==> src/include/usart_regs.svh <==
`ifndef USART_REGS_SVH
`define USART_REGS_SVH

// ----------------------------------------
// Device register indices
// ----------------------------------------
`define A_DATA 3'h0
`define A_STA 3'h1
`define A_STB 3'h2
`define A_SHR 3'h3
`define A_BDL 3'h4

// ----------------------------------------
// Status/control A bit positions
// ----------------------------------------
`define ST_RX_DONE 7
`define ST_SENT 6
`define ST_EMPTY 5
`define ST_FERR 4
`define ST_OVR 3
`define ST_PERR 2
`define ST_DBL 1
`define ST_MPF 0
`define STA_RESET 8'h20
`define STA_ERR_MASK 8'h1C

// ----------------------------------------
// Status/control B bit positions
// ----------------------------------------
`define SB_RXEN 4
`define SB_TXEN 3
`define SB_CS2 2
`define SB_RX9 1
`define SB_TX9 0

// ----------------------------------------
// Frame format fields (shared location)
// ----------------------------------------
`define SHR_SEL 7
`define FF_SYNC 6
`define FF_PEN 5
`define FF_ODD 4
`define FF_STOP2 3
`define FF_CS_HI 2
`define FF_CS_LO 1
`define FF_RESET 7'h06

// ----------------------------------------
// Oversampling per bit
// ----------------------------------------
`define OVS_NORM 5'h10
`define OVS_DBL 5'h08

// ----------------------------------------
// Controller APB map
// ----------------------------------------
`define C_CMD 12'h000
`define C_STAT 12'h004
`define OP_WRITE 2'h0
`define OP_READ 2'h1
`define OP_READ2 2'h2

`endif

==> src/include/usart_pkg.sv <==
package usart_pkg;

    typedef struct packed {
        logic ferr;
        logic perr;
        logic [8:0] d;
    } rx_ent_t;

    typedef enum logic [1:0] {C_IDLE, C_FIRST, C_SECOND, C_CAPT} ctl_state_t;

endpackage : usart_pkg

==> src/include/usart_if.sv <==
`timescale 1ns/100ps
`default_nettype none

interface usart_if;
    logic [2:0] addr;
    logic wr;
    logic rd;
    logic [7:0] wdata;
    logic [7:0] rdata;

    modport dev (input addr, input wr, input rd, input wdata, output rdata);
    modport ctl (output addr, output wr, output rd, output wdata, input rdata);
endinterface : usart_if

`default_nettype wire

==> src/rtl/usart_dev.sv <==
// Contract
// - Ninth transmit bit marks address or data
// - Frame type: first stop, or ninth bit
// - Address frames received normally under filter
// - Filter drops data frames; transmitter unaffected
// - Slave software clears, later resets filter
// - Sender uses one stop, or two when format stop bit set, for any frame size
// - Filter updated by full byte writes
// - Shared write selects by top bit
// - Back-to-back shared read returns frame format
// - Double read sequence must be atomic
// - Data port writes transmit, reads receive
// - Unused upper bits ignored, read zero
// - Write while buffer full is dropped
// - Buffered data moves to shifter, shifted out
// - Receive FIFO two deep, advances per read
// - Receive flag tracks data; disable flushes
// - Transmit complete sets when idle, write-one clears
// - Buffer empty flag one after reset
// - Frame error of head character
// - Overrun on full FIFO, held char, start
// - Parity error of head when checking enabled
// - Software writes zero to error bits
// - Double speed halves divider, async only
`include "usart_regs.svh"
`timescale 1ns/100ps
`default_nettype none

module usart_dev import usart_pkg::*; (
    input wire logic CLK,
    input wire logic NRST,
    usart_if.dev BUS,
    input wire logic SER_IN,
    output logic SER_OUT
);

    // ----------------------------------------
    // Helpers
    // ----------------------------------------
    function automatic logic [3:0] char_bits(input logic hi, input logic [1:0] lo);
        logic [3:0] n;
        n = 4'h8;
        if (!hi) begin
            n = 4'h5 + {2'h0, lo};
        end else if (lo == 2'h3) begin
            n = 4'h9;
        end
        return n;
    endfunction : char_bits

    function automatic logic [12:0] make_frame(input logic [8:0] d, input logic [3:0] n,
                                               input logic pen, input logic odd);
        logic [12:0] f;
        logic p;
        f = 13'h1FFF;
        f[0] = 1'b0;
        p = odd;
        for (int i = 0; i < 9; i++) begin
            if (i < n) begin
                f[i + 1] = d[i];
                p = p ^ d[i];
            end
        end
        if (pen) begin
            f[n + 4'h1] = p;
        end
        return f;
    endfunction : make_frame

    // ----------------------------------------
    // State
    // ----------------------------------------
    logic mpf_r, dbl_spd_r, sent_flag_r, rx_en_r, tx_en_r, cs2_r, tx9_r;
    logic [6:0] fmt_r;
    logic [3:0] bdh_r;
    logic [7:0] bdl_r;
    logic [11:0] bcnt_r;
    logic [8:0] tx_hold_r;
    logic tx_hold_full_r;
    logic [12:0] tsh_r;
    logic [3:0] tcnt_r;
    logic [4:0] tsub_r;
    logic tbusy_r;
    logic rbusy_r;
    logic [4:0] rsub_r;
    logic [3:0] ridx_r;
    logic [11:0] rsh_r;
    rx_ent_t hold_r;
    logic hold_v_r;
    rx_ent_t fifo_r [2];
    logic rptr_r;
    logic [1:0] rcnt_r;
    logic ovr_r;
    logic shr_prev_r;
    logic [7:0] rdata_r;

    // ----------------------------------------
    // Decoding
    // ----------------------------------------
    wire wr_data = BUS.wr && BUS.addr == `A_DATA;
    wire wr_sta = BUS.wr && BUS.addr == `A_STA;
    wire wr_stb = BUS.wr && BUS.addr == `A_STB;
    wire wr_shr = BUS.wr && BUS.addr == `A_SHR;
    wire wr_bdl = BUS.wr && BUS.addr == `A_BDL;
    wire rd_data = BUS.rd && BUS.addr == `A_DATA;
    wire rd_shr = BUS.rd && BUS.addr == `A_SHR;
    wire [3:0] nbits = char_bits(cs2_r, fmt_r[`FF_CS_HI:`FF_CS_LO]);
    wire pen = fmt_r[`FF_PEN];
    wire odd = fmt_r[`FF_ODD];
    wire [4:0] ovs = (dbl_spd_r && !fmt_r[`FF_SYNC]) ? `OVS_DBL : `OVS_NORM;
    wire tick = bcnt_r == 12'h000;

    // ----------------------------------------
    // Transmit path
    // ----------------------------------------
    wire tx_load = tx_hold_full_r && !tbusy_r && tx_en_r;
    wire tx_step = tbusy_r && tick && tsub_r == ovs - 5'h01;
    wire tx_done = tx_step && tcnt_r == 4'h1;
    wire [3:0] tx_len = 4'h2 + nbits + {3'h0, pen} + {3'h0, fmt_r[`FF_STOP2]};
    wire sent_set = tx_done && !tx_hold_full_r;
    wire sent_flag_nxt = sent_set || (sent_flag_r && !(wr_sta && BUS.wdata[`ST_SENT]));

    // ----------------------------------------
    // Receive path
    // ----------------------------------------
    wire [3:0] rlast = nbits + {3'h0, pen} + 4'h1;
    wire rsample = rbusy_r && tick && rsub_r == (ovs >> 1);
    wire rdone = rsample && ridx_r == rlast;
    wire rstart = rx_en_r && !rbusy_r && tick && !SER_IN;
    logic [8:0] rx_d;
    always_comb begin
        rx_d = 9'h000;
        for (int i = 0; i < 9; i++) begin
            if (i < nbits) begin
                rx_d[i] = rsh_r[i + 1];
            end
        end
    end
    wire rx_perr = pen && ((^rx_d) ^ odd ^ rsh_r[nbits + 4'h1]);
    wire rx_type = (nbits == 4'h9) ? rx_d[8] : SER_IN;
    wire rx_accept = rdone && (!mpf_r || rx_type) && !hold_v_r;
    wire push = hold_v_r && rcnt_r != 2'h2;
    wire pop = rd_data && rcnt_r != 2'h0;
    wire wr_idx = rptr_r ^ rcnt_r[0];
    wire ovr_set = rstart && rcnt_r == 2'h2 && hold_v_r;
    wire rx_avail = rcnt_r != 2'h0;
    rx_ent_t head;
    assign head = rx_avail ? fifo_r[rptr_r] : '0;

    // ----------------------------------------
    // Read mux
    // ----------------------------------------
    wire [7:0] sta_val = {rx_avail, sent_flag_r, !tx_hold_full_r, head.ferr, ovr_r, head.perr, dbl_spd_r, mpf_r};
    wire [7:0] stb_val = {3'h0, rx_en_r, tx_en_r, cs2_r, head.d[8], tx9_r};
    wire [7:0] shr_val = shr_prev_r ? {1'b1, fmt_r} : {4'h0, bdh_r};
    wire [7:0] rd_val = (BUS.addr == `A_DATA) ? head.d[7:0] :
                        (BUS.addr == `A_STA) ? sta_val :
                        (BUS.addr == `A_STB) ? stb_val :
                        (BUS.addr == `A_SHR) ? shr_val :
                        (BUS.addr == `A_BDL) ? bdl_r : 8'h00;
    assign BUS.rdata = rdata_r;
    assign SER_OUT = tsh_r[0];

    // ----------------------------------------
    // Control registers
    // ----------------------------------------
    always_ff @(posedge CLK or negedge NRST) begin
        if (!NRST) begin
            {mpf_r, dbl_spd_r, sent_flag_r, rx_en_r, tx_en_r, cs2_r, tx9_r} <= 7'h00;
            fmt_r <= `FF_RESET;
            bdh_r <= 4'h0;
            bdl_r <= 8'h00;
            shr_prev_r <= 1'b0;
            rdata_r <= 8'h00;
        end else begin
            sent_flag_r <= sent_flag_nxt;
            shr_prev_r <= rd_shr;
            if (BUS.rd) begin
                rdata_r <= rd_val;
            end
            if (wr_sta) begin
                dbl_spd_r <= BUS.wdata[`ST_DBL];
                mpf_r <= BUS.wdata[`ST_MPF];
            end
            if (wr_stb) begin
                rx_en_r <= BUS.wdata[`SB_RXEN];
                tx_en_r <= BUS.wdata[`SB_TXEN];
                cs2_r <= BUS.wdata[`SB_CS2];
                tx9_r <= BUS.wdata[`SB_TX9];
            end
            if (wr_shr && BUS.wdata[`SHR_SEL]) begin
                fmt_r <= BUS.wdata[6:0];
            end else if (wr_shr) begin
                bdh_r <= BUS.wdata[3:0];
            end
            if (wr_bdl) begin
                bdl_r <= BUS.wdata;
            end
        end
    end

    // ----------------------------------------
    // Baud prescaler
    // ----------------------------------------
    always_ff @(posedge CLK or negedge NRST) begin
        if (!NRST) begin
            bcnt_r <= 12'h000;
        end else if (wr_bdl) begin
            bcnt_r <= {bdh_r, BUS.wdata};
        end else begin
            bcnt_r <= tick ? {bdh_r, bdl_r} : bcnt_r - 12'h001;
        end
    end

    // ----------------------------------------
    // Transmitter
    // ----------------------------------------
    always_ff @(posedge CLK or negedge NRST) begin
        if (!NRST) begin
            tx_hold_r <= 9'h000;
            tx_hold_full_r <= 1'b0;
            tsh_r <= 13'h1FFF;
            tcnt_r <= 4'h0;
            tsub_r <= 5'h00;
            tbusy_r <= 1'b0;
        end else begin
            if (wr_data && !tx_hold_full_r) begin
                tx_hold_r <= {tx9_r, BUS.wdata};
                tx_hold_full_r <= 1'b1;
            end else if (tx_load) begin
                tx_hold_full_r <= 1'b0;
            end
            if (tx_load) begin
                tsh_r <= make_frame(tx_hold_r, nbits, pen, odd);
                tcnt_r <= tx_len;
                tsub_r <= 5'h00;
                tbusy_r <= 1'b1;
            end else if (tbusy_r && tick) begin
                tsub_r <= tx_step ? 5'h00 : tsub_r + 5'h01;
                if (tx_step) begin
                    tsh_r <= {1'b1, tsh_r[12:1]};
                    tcnt_r <= tcnt_r - 4'h1;
                    tbusy_r <= !tx_done;
                end
            end
        end
    end

    // ----------------------------------------
    // Receiver and FIFO
    // ----------------------------------------
    always_ff @(posedge CLK or negedge NRST) begin
        if (!NRST) begin
            rbusy_r <= 1'b0;
            rsub_r <= 5'h00;
            ridx_r <= 4'h0;
            rsh_r <= 12'h000;
            hold_r <= '0;
            hold_v_r <= 1'b0;
            fifo_r[0] <= '0;
            fifo_r[1] <= '0;
            rptr_r <= 1'b0;
            rcnt_r <= 2'h0;
            ovr_r <= 1'b0;
        end else if (!rx_en_r) begin
            rbusy_r <= 1'b0;
            hold_v_r <= 1'b0;
            rcnt_r <= 2'h0;
            ovr_r <= 1'b0;
        end else begin
            if (rstart) begin
                rbusy_r <= 1'b1;
                rsub_r <= 5'h01;
                ridx_r <= 4'h0;
            end else if (rbusy_r && tick) begin
                rsub_r <= (rsub_r == ovs - 5'h01) ? 5'h00 : rsub_r + 5'h01;
                if (rsample) begin
                    rsh_r[ridx_r] <= SER_IN;
                    ridx_r <= ridx_r + 4'h1;
                    if ((ridx_r == 4'h0 && SER_IN) || rdone) begin
                        rbusy_r <= 1'b0;
                    end
                end
            end
            if (rx_accept) begin
                hold_r <= '{ferr: !SER_IN, perr: rx_perr, d: rx_d};
            end
            hold_v_r <= rx_accept || (hold_v_r && !push);
            if (push) begin
                fifo_r[wr_idx] <= hold_r;
            end
            if (pop) begin
                rptr_r <= !rptr_r;
            end
            rcnt_r <= rcnt_r + {1'b0, push} - {1'b0, pop};
            ovr_r <= ovr_set || (ovr_r && !pop);
        end
    end

endmodule : usart_dev

`default_nettype wire

==> src/flat_wrapper.sv <==
// flat-port wrapper written by rule: the top's interface ports become plain ports
module usart_dev_flat import usart_pkg::*;
  (CLK, NRST, SER_IN, SER_OUT, BUS_addr, BUS_wr, BUS_rd, BUS_wdata, BUS_rdata);
  usart_if BUS_i ();
  input wire logic CLK;
  input wire logic NRST;
  input wire logic SER_IN;
  output logic SER_OUT;
  input wire logic [$bits(BUS_i.addr)-1:0] BUS_addr;
  input wire logic [$bits(BUS_i.wr)-1:0] BUS_wr;
  input wire logic [$bits(BUS_i.rd)-1:0] BUS_rd;
  input wire logic [$bits(BUS_i.wdata)-1:0] BUS_wdata;
  output wire logic [$bits(BUS_i.rdata)-1:0] BUS_rdata;
  assign BUS_i.addr = BUS_addr;
  assign BUS_i.wr = BUS_wr;
  assign BUS_i.rd = BUS_rd;
  assign BUS_i.wdata = BUS_wdata;
  assign BUS_rdata = BUS_i.rdata;
  usart_dev u_core (.CLK(CLK), .NRST(NRST), .BUS(BUS_i), .SER_IN(SER_IN), .SER_OUT(SER_OUT));
endmodule
==> config.mk <==
export PLATFORM = sky130hd
export DESIGN_NAME = usart_dev_flat
export DESIGN_NICKNAME = d
export VERILOG_FILES = /design/src/include/usart_pkg.sv /design/src/include/usart_if.sv /design/src/rtl/usart_dev.sv /design/src/flat_wrapper.sv
export VERILOG_INCLUDE_DIRS = /design/src /design/src/include
export SDC_FILE = /design/constraint.sdc
export NUM_CORES = 1
export LEC_CHECK = 0
export BUFFER_PORTS_ARGS = -buffer_cell sky130_fd_sc_hd__buf_2
export CAP_MARGIN = 25
export CORE_MARGIN = 8
export CORE_UTILIZATION = 40
export CTS_CLUSTER_DIAMETER = 200
export DETAILED_ROUTE_END_ITERATION = 6
export PLACE_DENSITY = 0.54
export REMOVE_ABC_BUFFERS = 1
export SYNTH_ARGS = -nofsm -noshare
export SYNTH_HDL_FRONTEND = slang
export SYNTH_SLANG_ARGS = --single-unit
==> constraint.sdc <==
create_clock -name CLK -period 8.14 [get_ports CLK]
set_input_delay 1.221 -clock CLK [delete_from_list [all_inputs] [get_ports CLK]]
set_output_delay 1.221 -clock CLK [all_outputs]
set_load 0.005 [all_outputs]
==> results.txt, run 1 <==
effective utilization at floorplan: 0.407
CP max FO: 13
cell taking the most area after synthesis: dfrtp_1
Rel. slew slack: 0.352
number of diodes: 0
CP Data Required Time: 8490 ps
Synth Area in Compound Gates: 0.107
Setup Crit Path Kind: reg -> reg
fin cells: 998
combinational group share of total power: 0.295
Layout area overhead: 12.2%
filler instances: 1803
top cell type's share of synthesized area: 0.412
XOR/XNOR share of the synthesized area: 0.0533
Worst Tran Pin Value: 965 ps
min cycle time layout: 3670 ps
final setup TNS: 0 ps
total core area: 18600 um^2
I/O Buffers: 24
Max Clk Rate: 0.273 GHz
multiplexer share of the synthesized area: 0.133
IO Count: 25
Cell Rows: 50
busiest grt layer: met2
Inst Count DP: 964
fin crit share: 0.450
layout cell share with drive strength beyond 1: 0.196
top cells by count, synth: 125 x dfrtp_1, 74 x nand2_1, 63 x mux2_2
setup bufs post-CTS: 0
clk sinks: 140
Critical Path AT: 4020 ps
Worst-Skew Late Latency: 420 ps
adder-cell share of the synthesized area: 0.0422
worst hold path type: reg -> reg
top_reg_cell synth: dfrtp_1
Critical Path End Type: register
Slew Limit Fails: 0
Syn Area/Cell: 10.3 um^2
CTS-repair resized insts: 0
H-tree levels: 4
RSZ-0062 raised after global routing: no
initial antenna violation count: 0
Yosys warning count: 0
simple-gate area share of the yosys netlist: 0.170
Sw Ratio: 0.339
Pre-antenna DRT Iters: 5
flop and latch count out of synthesis: 140
Final Util: 0.457
Lkg Pwr: 3.67 nW
met3 Track Usage GR: 0.0376
VDD IR max: 0.182 mV
outcome: finished clean
Congestion Overflow GR: 0
met1 Use GR: 0.233
Seq/Total Area, Yosys: 0.464
CTS buffer count: 17
post-DR wirelength/cell: 19.5 um
post-route ant nets: 0
Worst Skew: 8.65 ps
Max-Cap Viols: 0
Layout Nets: 794
Post-synth ARST share: 1.00
clock slew at reported path FFs: 60 ps
gpl congestion: 0.886
Post-Syn Instances: 739
pin count of the biggest net entering global routing: 76
DR iter-0 viols: 314
GRT Util Overall: 0.169
clock tree buffer depth: 2
first-pass GRT wire length: 31600 um
largest family of logic cells by synthesized area: simple AND/OR/NAND/NOR gates
internal power: 1.65 mW
CTS root buf: clkbuf_16
ranking of synthesized cells by area: dfrtp_1 41%, mux2_2 9.4%, dfstp_2 5.2%, ha_1 4.0%, nand2_1 3.7%
Die H: 154 um
Psw: 0.848 mW
Fin. Hold Viols: 0
# DRC: 0
WHS: 464 ps
Routed WL: 19500 um
Clk pwr share: 0.300
most frequent cell after synthesis: dfrtp_1
Sequential Power Share: 0.405
vias in the first global route: 5551
Netlist cell types: 64
Startpoint Class: register
TritonCTS clock tree: yes
hold buffers post-CTS: 0
vias post-DR: 5570
Post-synth EDFFs: 0
setup violators final: 0
P per Cell Area: 294 nW/um^2
Die Width: 154 um
Netlist Area Pre-Place: 7590 um^2
met2 usage: 0.257
Die ar.: 23600 um^2
drt via density: 5.58
HPWL after DPL: 14400 um
-- path summary, 6_finish.rpt --
| kind | from | cells past startpoint | to | slack [ps] |
|---|---|---|---|---|
| min in group asynchronous | NRST | 1 | u_core.tcnt_r[2] | 760 |
| hold / removal | u_core.tsh_r[10] | 2 | u_core.tsh_r[10] | 460 |
| max in group asynchronous | NRST | 3 | u_core.fmt_r[1] | 6200 |
| setup / recovery | u_core.fmt_r[1] | 10 | u_core.tsh_r[9] | 4470 |
| setup reg to reg | u_core.fmt_r[1] | 10 | u_core.tsh_r[9] | 4470 |
| hold reg to reg | u_core.tsh_r[10] | 2 | u_core.tsh_r[10] | 460 |
-- kinds of logic (layout without fill, tap and decap cells) --
logic type	after synthesis	after routing
simple gates	249	249
compound gates	132	132
fa+ha+maj	25	25
flops	140	140
mux	91	91
xor+xnor	43	43
buf+inv	59	84
-- cell usage in the layout (no fill, tap or decap), types with 9 or more instances in the layout --
master and n:
a21oi_1 30, buf_2 23, clkbuf_16 17, dfrtp_1 125, dfstp_2 15, ha_1 24, inv_1 21, mux2_2 63
mux2i_1 24, nand2_1 74, nand2b_1 20, nand3_1 20, nor2_1 48, nor2b_1 15, nor3_1 21, o21ai_0 42
o21ai_1 9, xnor2_1 29, xor2_1 12
-- flip-flops by register name, indices dropped and copies added (netlist names), 7 cells and up --
| name | count |
|---|---|
| u_core.tsh_r | 13 |
| u_core.tx_hold_r | 9 |
| u_core.rsh_r | 12 |
| u_core.bdl_r | 8 |
| u_core.fmt_r | 7 |
| u_core.fifo_r | 22 |
| u_core.bcnt_r | 12 |
| u_core.hold_r | 11 |
| u_core.BUS.rdata | 8 |
-- critical path: stages, from the launching register on --
cell and delay (ps):
dfstp_2 590, ha_1 160, nand2b_1 190, and2_1 330, inv_1 160, ha_1 330, a21boi_0 270, xnor3_1 370
xnor2_1 770, o311ai_0 300, o21ai_1 140
-- layout make-up --
type                       instances  area [um^2]  area share
multi-input combinational        540         3830       0.450
sequential                       140         3520       0.414
clock buffer                      22          474      0.0557
tap                              234          293      0.0344
timing repair buffer              32          214      0.0251
clock inverter                     8         92.6      0.0109
inverter                          22         82.6     0.00970
-- power groups by stage --
stage / clock (mW) / combinational [mW] / sequential, mW
final: 0.751 / 0.737 / 1.01
after global routing: 0.799 / 0.817 / 1.03
after CTS: 0.768 / 0.733 / 1.01
after detailed placement: 0 / 0.728 / 1.02
after global placement: 0 / 0.721 / 1.02
after floorplan: 0 / 0.555 / 0.968
-- metal layers --
metal,vias to the layer above,share of wire,wire (um)
met3,24,0.038,737
met5,-,0,0
li1,2651,-,-
met1,2787,0.48,9410
met2,108,0.46,8950
met4,0,0.021,405
-- stage by stage --
stage / power (mW) / worst slack [ps] / area (um^2)
after floorplan: 1.52 / 4750 / 7430
after global placement: 1.74 / 4680 / 7890
after detailed placement: 1.75 / 4530 / 7890
after CTS: 2.51 / 4500 / 8450
after global routing: 2.65 / 4170 / 8510
final: 2.50 / 4470 / 8510
(Power assumes the default switching activity.)
==> run 2, diff against run 1 <==
==> constraint.sdc (replaced) <==
create_clock -name CLK -period 3.65 [get_ports CLK]
set_input_delay 0.5475 -clock CLK [delete_from_list [all_inputs] [get_ports CLK]]
set_output_delay 0.5475 -clock CLK [all_outputs]
set_load 0.005 [all_outputs]
==> run 2 against run 1 <==
Against the previous run: sequential share of layout area down 0.18 points; clock skew barely moved; first-iteration DRC count up 10%; sequential cell count stayed put; non-clock buffer count rose by 2.
==> results.txt, run 2 (synthesized netlist as in run 1, its figures left out) <==
IO Count: 25
commonest non-fill, non-tap cells in the layout: 125 x dfrtp_1, 74 x nand2_1, 63 x mux2_2
commonest non-fill, non-tap cell in the layout: dfrtp_1
drt via density: 5.59
DR iter-0 viols: 346
crit path max-delay cell type: dfstp_2
Pre-antenna DRT Iters: 5
worst hold path type: in -> async
Worst-Skew Late Latency: 420 ps
first-pass GRT wire length: 31400 um
setup violators final: 0
Congestion Overflow GR: 0
post-route ant nets: 0
WHS: 182 ps
Die Width: 154 um
R2R Path Start: u_core.fmt_r[1]
Routed WL: 19400 um
setup bufs post-CTS: 0
# DRC: 0
TritonCTS clock tree: yes
fin crit share: 0.923
largest register by flop count: u_core.fifo_r
Critical Path End Type: register
critical path's top delay family: simple AND/OR/NAND/NOR gates
RSZ-0062 raised after global routing: no
CTS root buf: clkbuf_16
VDD IR max: 0.384 mV
CP max FO: 12
effective utilization at floorplan: 0.407
Cell Rows: 50
hold buffers post-CTS: 0
Worst Tran Pin Value: 869 ps
post-DR wirelength/cell: 19.4 um
clock tree buffer depth: 2
clock slew at reported path FFs: 60 ps
setup slack, reg-to-reg: 280 ps
Worst Path Buf+Inv: 1
worst-path cell chain: ha_2, nand2b_1, and2_1, inv_1, ha_1, or3b_2, a31oi_1, nand4bb_2, mux2_1
Max Clk Rate: 0.297 GHz
max reg flops: 22
vias post-DR: 5605
Lkg Pwr: 3.68 nW
min cycle time layout: 3370 ps
initial antenna violation count: 0
Layout area overhead: 12.7%
H-tree levels: 4
Setup Crit Path Kind: reg -> reg
CP Data Required Time: 3950 ps
pin count of the biggest net entering global routing: 91
Worst Skew: 8.59 ps
top flop regs: u_core.fifo_r (22), u_core.tsh_r (13)
Slew Limit Fails: 0
Rel. slew slack: 0.421
I/O Buffers: 24
Max-Cap Viols: 0
Critical Path AT: 3670 ps
number of diodes: 0
Die ar.: 23600 um^2
Layout Nets: 796
crit path from: u_core.fmt_r[1]
CTS-repair resized insts: 0
final setup TNS: 0 ps
GRT Util Overall: 0.170
P per Cell Area: 667 nW/um^2
CTS buffer count: 17
Fin. Hold Viols: 0
HPWL after DPL: 14400 um
Startpoint Class: register
layout cell share with drive strength beyond 1: 0.204
total core area: 18600 um^2
Die H: 154 um
slowest stage delay, CP: 580 ps
clk sinks: 140
vias in the first global route: 5578
outcome: finished clean
gpl congestion: 0.871
run 2: worst paths after layout:
kind	to	cells past startpoint
min reg2reg	u_core.tsh_r[11]	2
max	u_core.hold_r[3]	9
max reg2reg	u_core.hold_r[3]	9
min in group CLK	u_core.bdl_r[5]	3
min	u_core.tcnt_r[3]	1
max in group asynchronous	u_core.tsh_r[11]	2
run 2: where the power goes:
group / internal, mW / switching, mW
Sequential: 1.91 / 0.339
Clock: 1.10 / 0.663
Combinational: 0.779 / 0.909
Total: 3.79 / 1.91
run 2: final cells by class:
| type | instances | area [um^2] |
|---|---|---|
| Fill cell | 1790 | 10100 |
| Multi-Input combinational cell | 540 | 3830 |
| Sequential cell | 140 | 3520 |
| Clock buffer | 19 | 453 |
| Tap cell | 234 | 293 |
| Timing Repair Buffer | 34 | 214 |
| Clock inverter | 13 | 148 |
| Inverter | 22 | 82.6 |
run 2: through the flow:
step                power (mW)  cells  setup slack (ps)   util  cell area (um^2)
floorplan                 3.40    702               257      -              7430
global placement          3.92    970               394  0.426              7940
detailed placement        3.97    970               263  0.426              7940
CTS                       5.75   1002               257  0.458              8540
global route              6.06   1002              27.3  0.458              8550
finish                    5.70   1002               281  0.458              8550
run 2: per-layer routing:
| metal | part of all wire | vias to the layer above | track usage | wire, um |
|---|---|---|---|---|
| li1 | - | 2671 | - | - |
| met1 | 0.48 | 2808 | 0.231 | 9360 |
| met2 | 0.47 | 105 | 0.266 | 9070 |
| met3 | 0.036 | 21 | 0.0373 | 699 |
| met4 | 0.015 | 0 | 0.0560 | 285 |
| met5 | 0 | - | 0 | 0 |
==> run 3, diff against run 2 <==
--- a/config.mk
+++ b/config.mk
@@ -6,6 +6,7 @@
 export SDC_FILE = /design/constraint.sdc
 export NUM_CORES = 1
 export LEC_CHECK = 0
+export ABC_AREA = 1
 export BUFFER_PORTS_ARGS = -buffer_cell sky130_fd_sc_hd__buf_2
 export CAP_MARGIN = 25
 export CORE_MARGIN = 8
==> constraint.sdc (replaced) <==
create_clock -name CLK -period 4.14 [get_ports CLK]
set_input_delay 0.621 -clock CLK [delete_from_list [all_inputs] [get_ports CLK]]
set_output_delay 0.621 -clock CLK [all_outputs]
set_load 0.005 [all_outputs]
==> run 3 against run 2 <==
Against the previous run: setup slack gained 540 ps; area after synthesis is 0.69% higher; worst hold slack better by 110 ps; combinational power shrank 25%; clock skew rose by 4.4 ps; sequential power fell by 16%; critical path depth rose by 6; global-route usage increased by 0.86 points; fmax rose by 1.5%; largest cell class unchanged; largest power group unchanged.
==> results.txt, run 3 <==
outcome: finished clean
Worst Tran Pin Value: 896 ps
max reg flops: 22
Netlist cell types: 47
Routed WL: 20400 um
Max-Cap Viols: 0
worst hold path type: in -> async
Post-synth EDFFs: 0
Max Clk Rate: 0.301 GHz
critical path's top delay family: simple AND/OR/NAND/NOR gates
crit path max-delay cell type: dfstp_2
slowest stage delay, CP: 590 ps
Pwr Total: 4.68 mW
DR iter-0 viols: 606
ranking of synthesized cells by area: dfrtp_1 41%, nand2_1 12%, o21ai_0 6.7%, inv_1 5.5%, dfstp_2 5.2%
CP Data Required Time: 4500 ps
hold buffers post-CTS: 0
layout cell share with drive strength beyond 1: 0.0918
min cycle time layout: 3320 ps
cell taking the most area after synthesis: dfrtp_1
Die ar.: 23800 um^2
Critical Path AT: 3680 ps
flop and latch count out of synthesis: 140
Setup Crit Path Kind: reg -> reg
H-tree levels: 4
Post-Syn Instances: 963
setup violators final: 0
GRT Util Overall: 0.179
clk sinks: 140
worst-path cell chain: ha_1, nand2_1, o21ai_2, inv_1, ha_1, inv_1, ha_1, xor2_1, nor2_1, nand3_1, nor2_1, nand2_1, nor2_1, nand3_1, nand2_1
filler instances: 1883
commonest non-fill, non-tap cell in the layout: nand2_1
CTS-repair resized insts: 0
top cell type's share of synthesized area: 0.410
Layout area overhead: 12.1%
Worst Path Buf+Inv: 2
Post-synth ARST share: 1.00
Cell Rows: 50
pin count of the biggest net entering global routing: 95
Seq/Total Area, Yosys: 0.461
post-DR wirelength/cell: 16.5 um
total core area: 18700 um^2
Placement Cell Area: 7980 um^2
drt via density: 5.13
# DRC: 0
Congestion Overflow GR: 0
top flop regs: u_core.fifo_r (22), u_core.tsh_r (13)
TritonCTS clock tree: yes
first-pass GRT wire length: 33500 um
CTS buffer count: 17
gpl congestion: 0.891
clock slew at reported path FFs: 60 ps
Startpoint Class: register
R2R Path Start: u_core.fmt_r[1]
Netlist Area Pre-Place: 7640 um^2
I/O Buffers: 24
number of diodes: 0
Rel. slew slack: 0.403
Yosys warning count: 0
crit path from: u_core.fmt_r[1]
Lkg Pwr: 4.10 nW
Fin. Hold Viols: 0
vias post-DR: 6340
most frequent cell after synthesis: nand2_1
CP max FO: 20
effective utilization at floorplan: 0.408
Critical Path End Type: register
commonest non-fill, non-tap cells in the layout: 250 x nand2_1, 125 x dfrtp_1, 111 x inv_1
final setup TNS: 0 ps
top cells by count, synth: 250 x nand2_1, 125 x dfrtp_1, 111 x inv_1
post-route ant nets: 0
fin crit share: 0.802
Worst Skew: 13.0 ps
P per Cell Area: 547 nW/um^2
RSZ-0062 raised after global routing: no
top_reg_cell synth: dfrtp_1
Pre-antenna DRT Iters: 5
Die Width: 154 um
clock tree buffer depth: 2
Syn Area/Cell: 7.93 um^2
Worst-Skew Late Latency: 430 ps
CTS root buf: clkbuf_16
VDD IR max: 0.299 mV
WHS: 296 ps
Slew Limit Fails: 0
largest register by flop count: u_core.fifo_r
vias in the first global route: 6069
HPWL after DPL: 15100 um
Die H: 154 um
IO Count: 25
cell area after layout: 8560 um^2
initial antenna violation count: 0
setup bufs post-CTS: 0
Layout Nets: 1030
[run 3: changes by cell type in the layout (fill, tap and decap cells not counted), moves of 13 or more]
cell,previous run,this run
nand2_1,74,250
inv_1,21,111
mux2_2,63,0
o21ai_0,42,102
nand3_1,20,72
nor2_1,48,80
nand2b_1,20,0
xnor2_1,29,11
mux2i_1,24,8
nor3_1,21,5
nor2b_1,15,0
o21ai_1,9,22
[run 3: final timing paths]
kind | slack, ps | end | cells after the start
min in group CLK | 460 | u_core.bdl_r[2] | 3
hold / removal | 300 | u_core.rsub_r[3] | 1
setup / recovery | 820 | u_core.hold_r[9] | 15
setup reg to reg | 820 | u_core.hold_r[9] | 15
max in group asynchronous | 2950 | u_core.hold_v_r | 2
hold reg to reg | 480 | u_core.sent_flag_r | 1
[run 3: routing by layer]
layer	GRT usage	share of wire
met1	0.253	0.50
met2	0.269	0.44
met3	0.0323	0.040
met4	0.0653	0.020
met5	0	0
[run 3: worst reg2reg max path: stages, from the launching register on]
cell     delay [ps]
dfstp_2         590
ha_1            160
nand2_1          60
o21ai_2         240
inv_1           280
ha_1            280
inv_1            60
ha_1            230
xor2_1          140
nor2_1           90
nand3_1         140
nor2_1          230
nand2_1         410
nor2_1          210
nand3_1          90
nand2_1          60
[run 3: stage by stage]
stage	utilization	instances	worst slack [ps]
5_1_grt	0.458	1236	473
6_report	0.458	1236	819
2_1_floorplan	-	943	1320
4_1_cts	0.458	1236	833
3_3_place_gp	0.427	1204	937
3_5_place_dp	0.427	1204	853
[run 3: final cells by class]
type | instances | area (um^2) | share of cell area
sequential | 140 | 3520 | 0.411
inverter | 114 | 428 | 0.0500
timing repair buffer | 27 | 149 | 0.0174
multi-input combinational | 689 | 3590 | 0.419
tap | 234 | 293 | 0.0342
clock buffer | 20 | 447 | 0.0522
clock inverter | 12 | 138 | 0.0161
[run 3: power breakdown]
group	internal [mW]	leakage, nW	switching (mW)
Clock	0.910	0.282	0.630
Sequential	1.66	1.74	0.220
Combinational	0.441	2.07	0.817
Total	3.02	4.10	1.67
[run 3: cells by family (layout without fill, tap and decap cells)]
family | after synthesis | after routing | share of synthesized area
AO/OA/AOI/OAI | 191 | 191 | 0.138
XOR/XNOR | 29 | 29 | 0.0333
adder cells (fa/ha/maj) | 25 | 25 | 0.0419
buffers and inverters | 134 | 173 | 0.0691
flip-flops | 140 | 140 | 0.461
multiplexers | 8 | 8 | 0.0105
AND/OR/NAND/NOR | 436 | 436 | 0.246
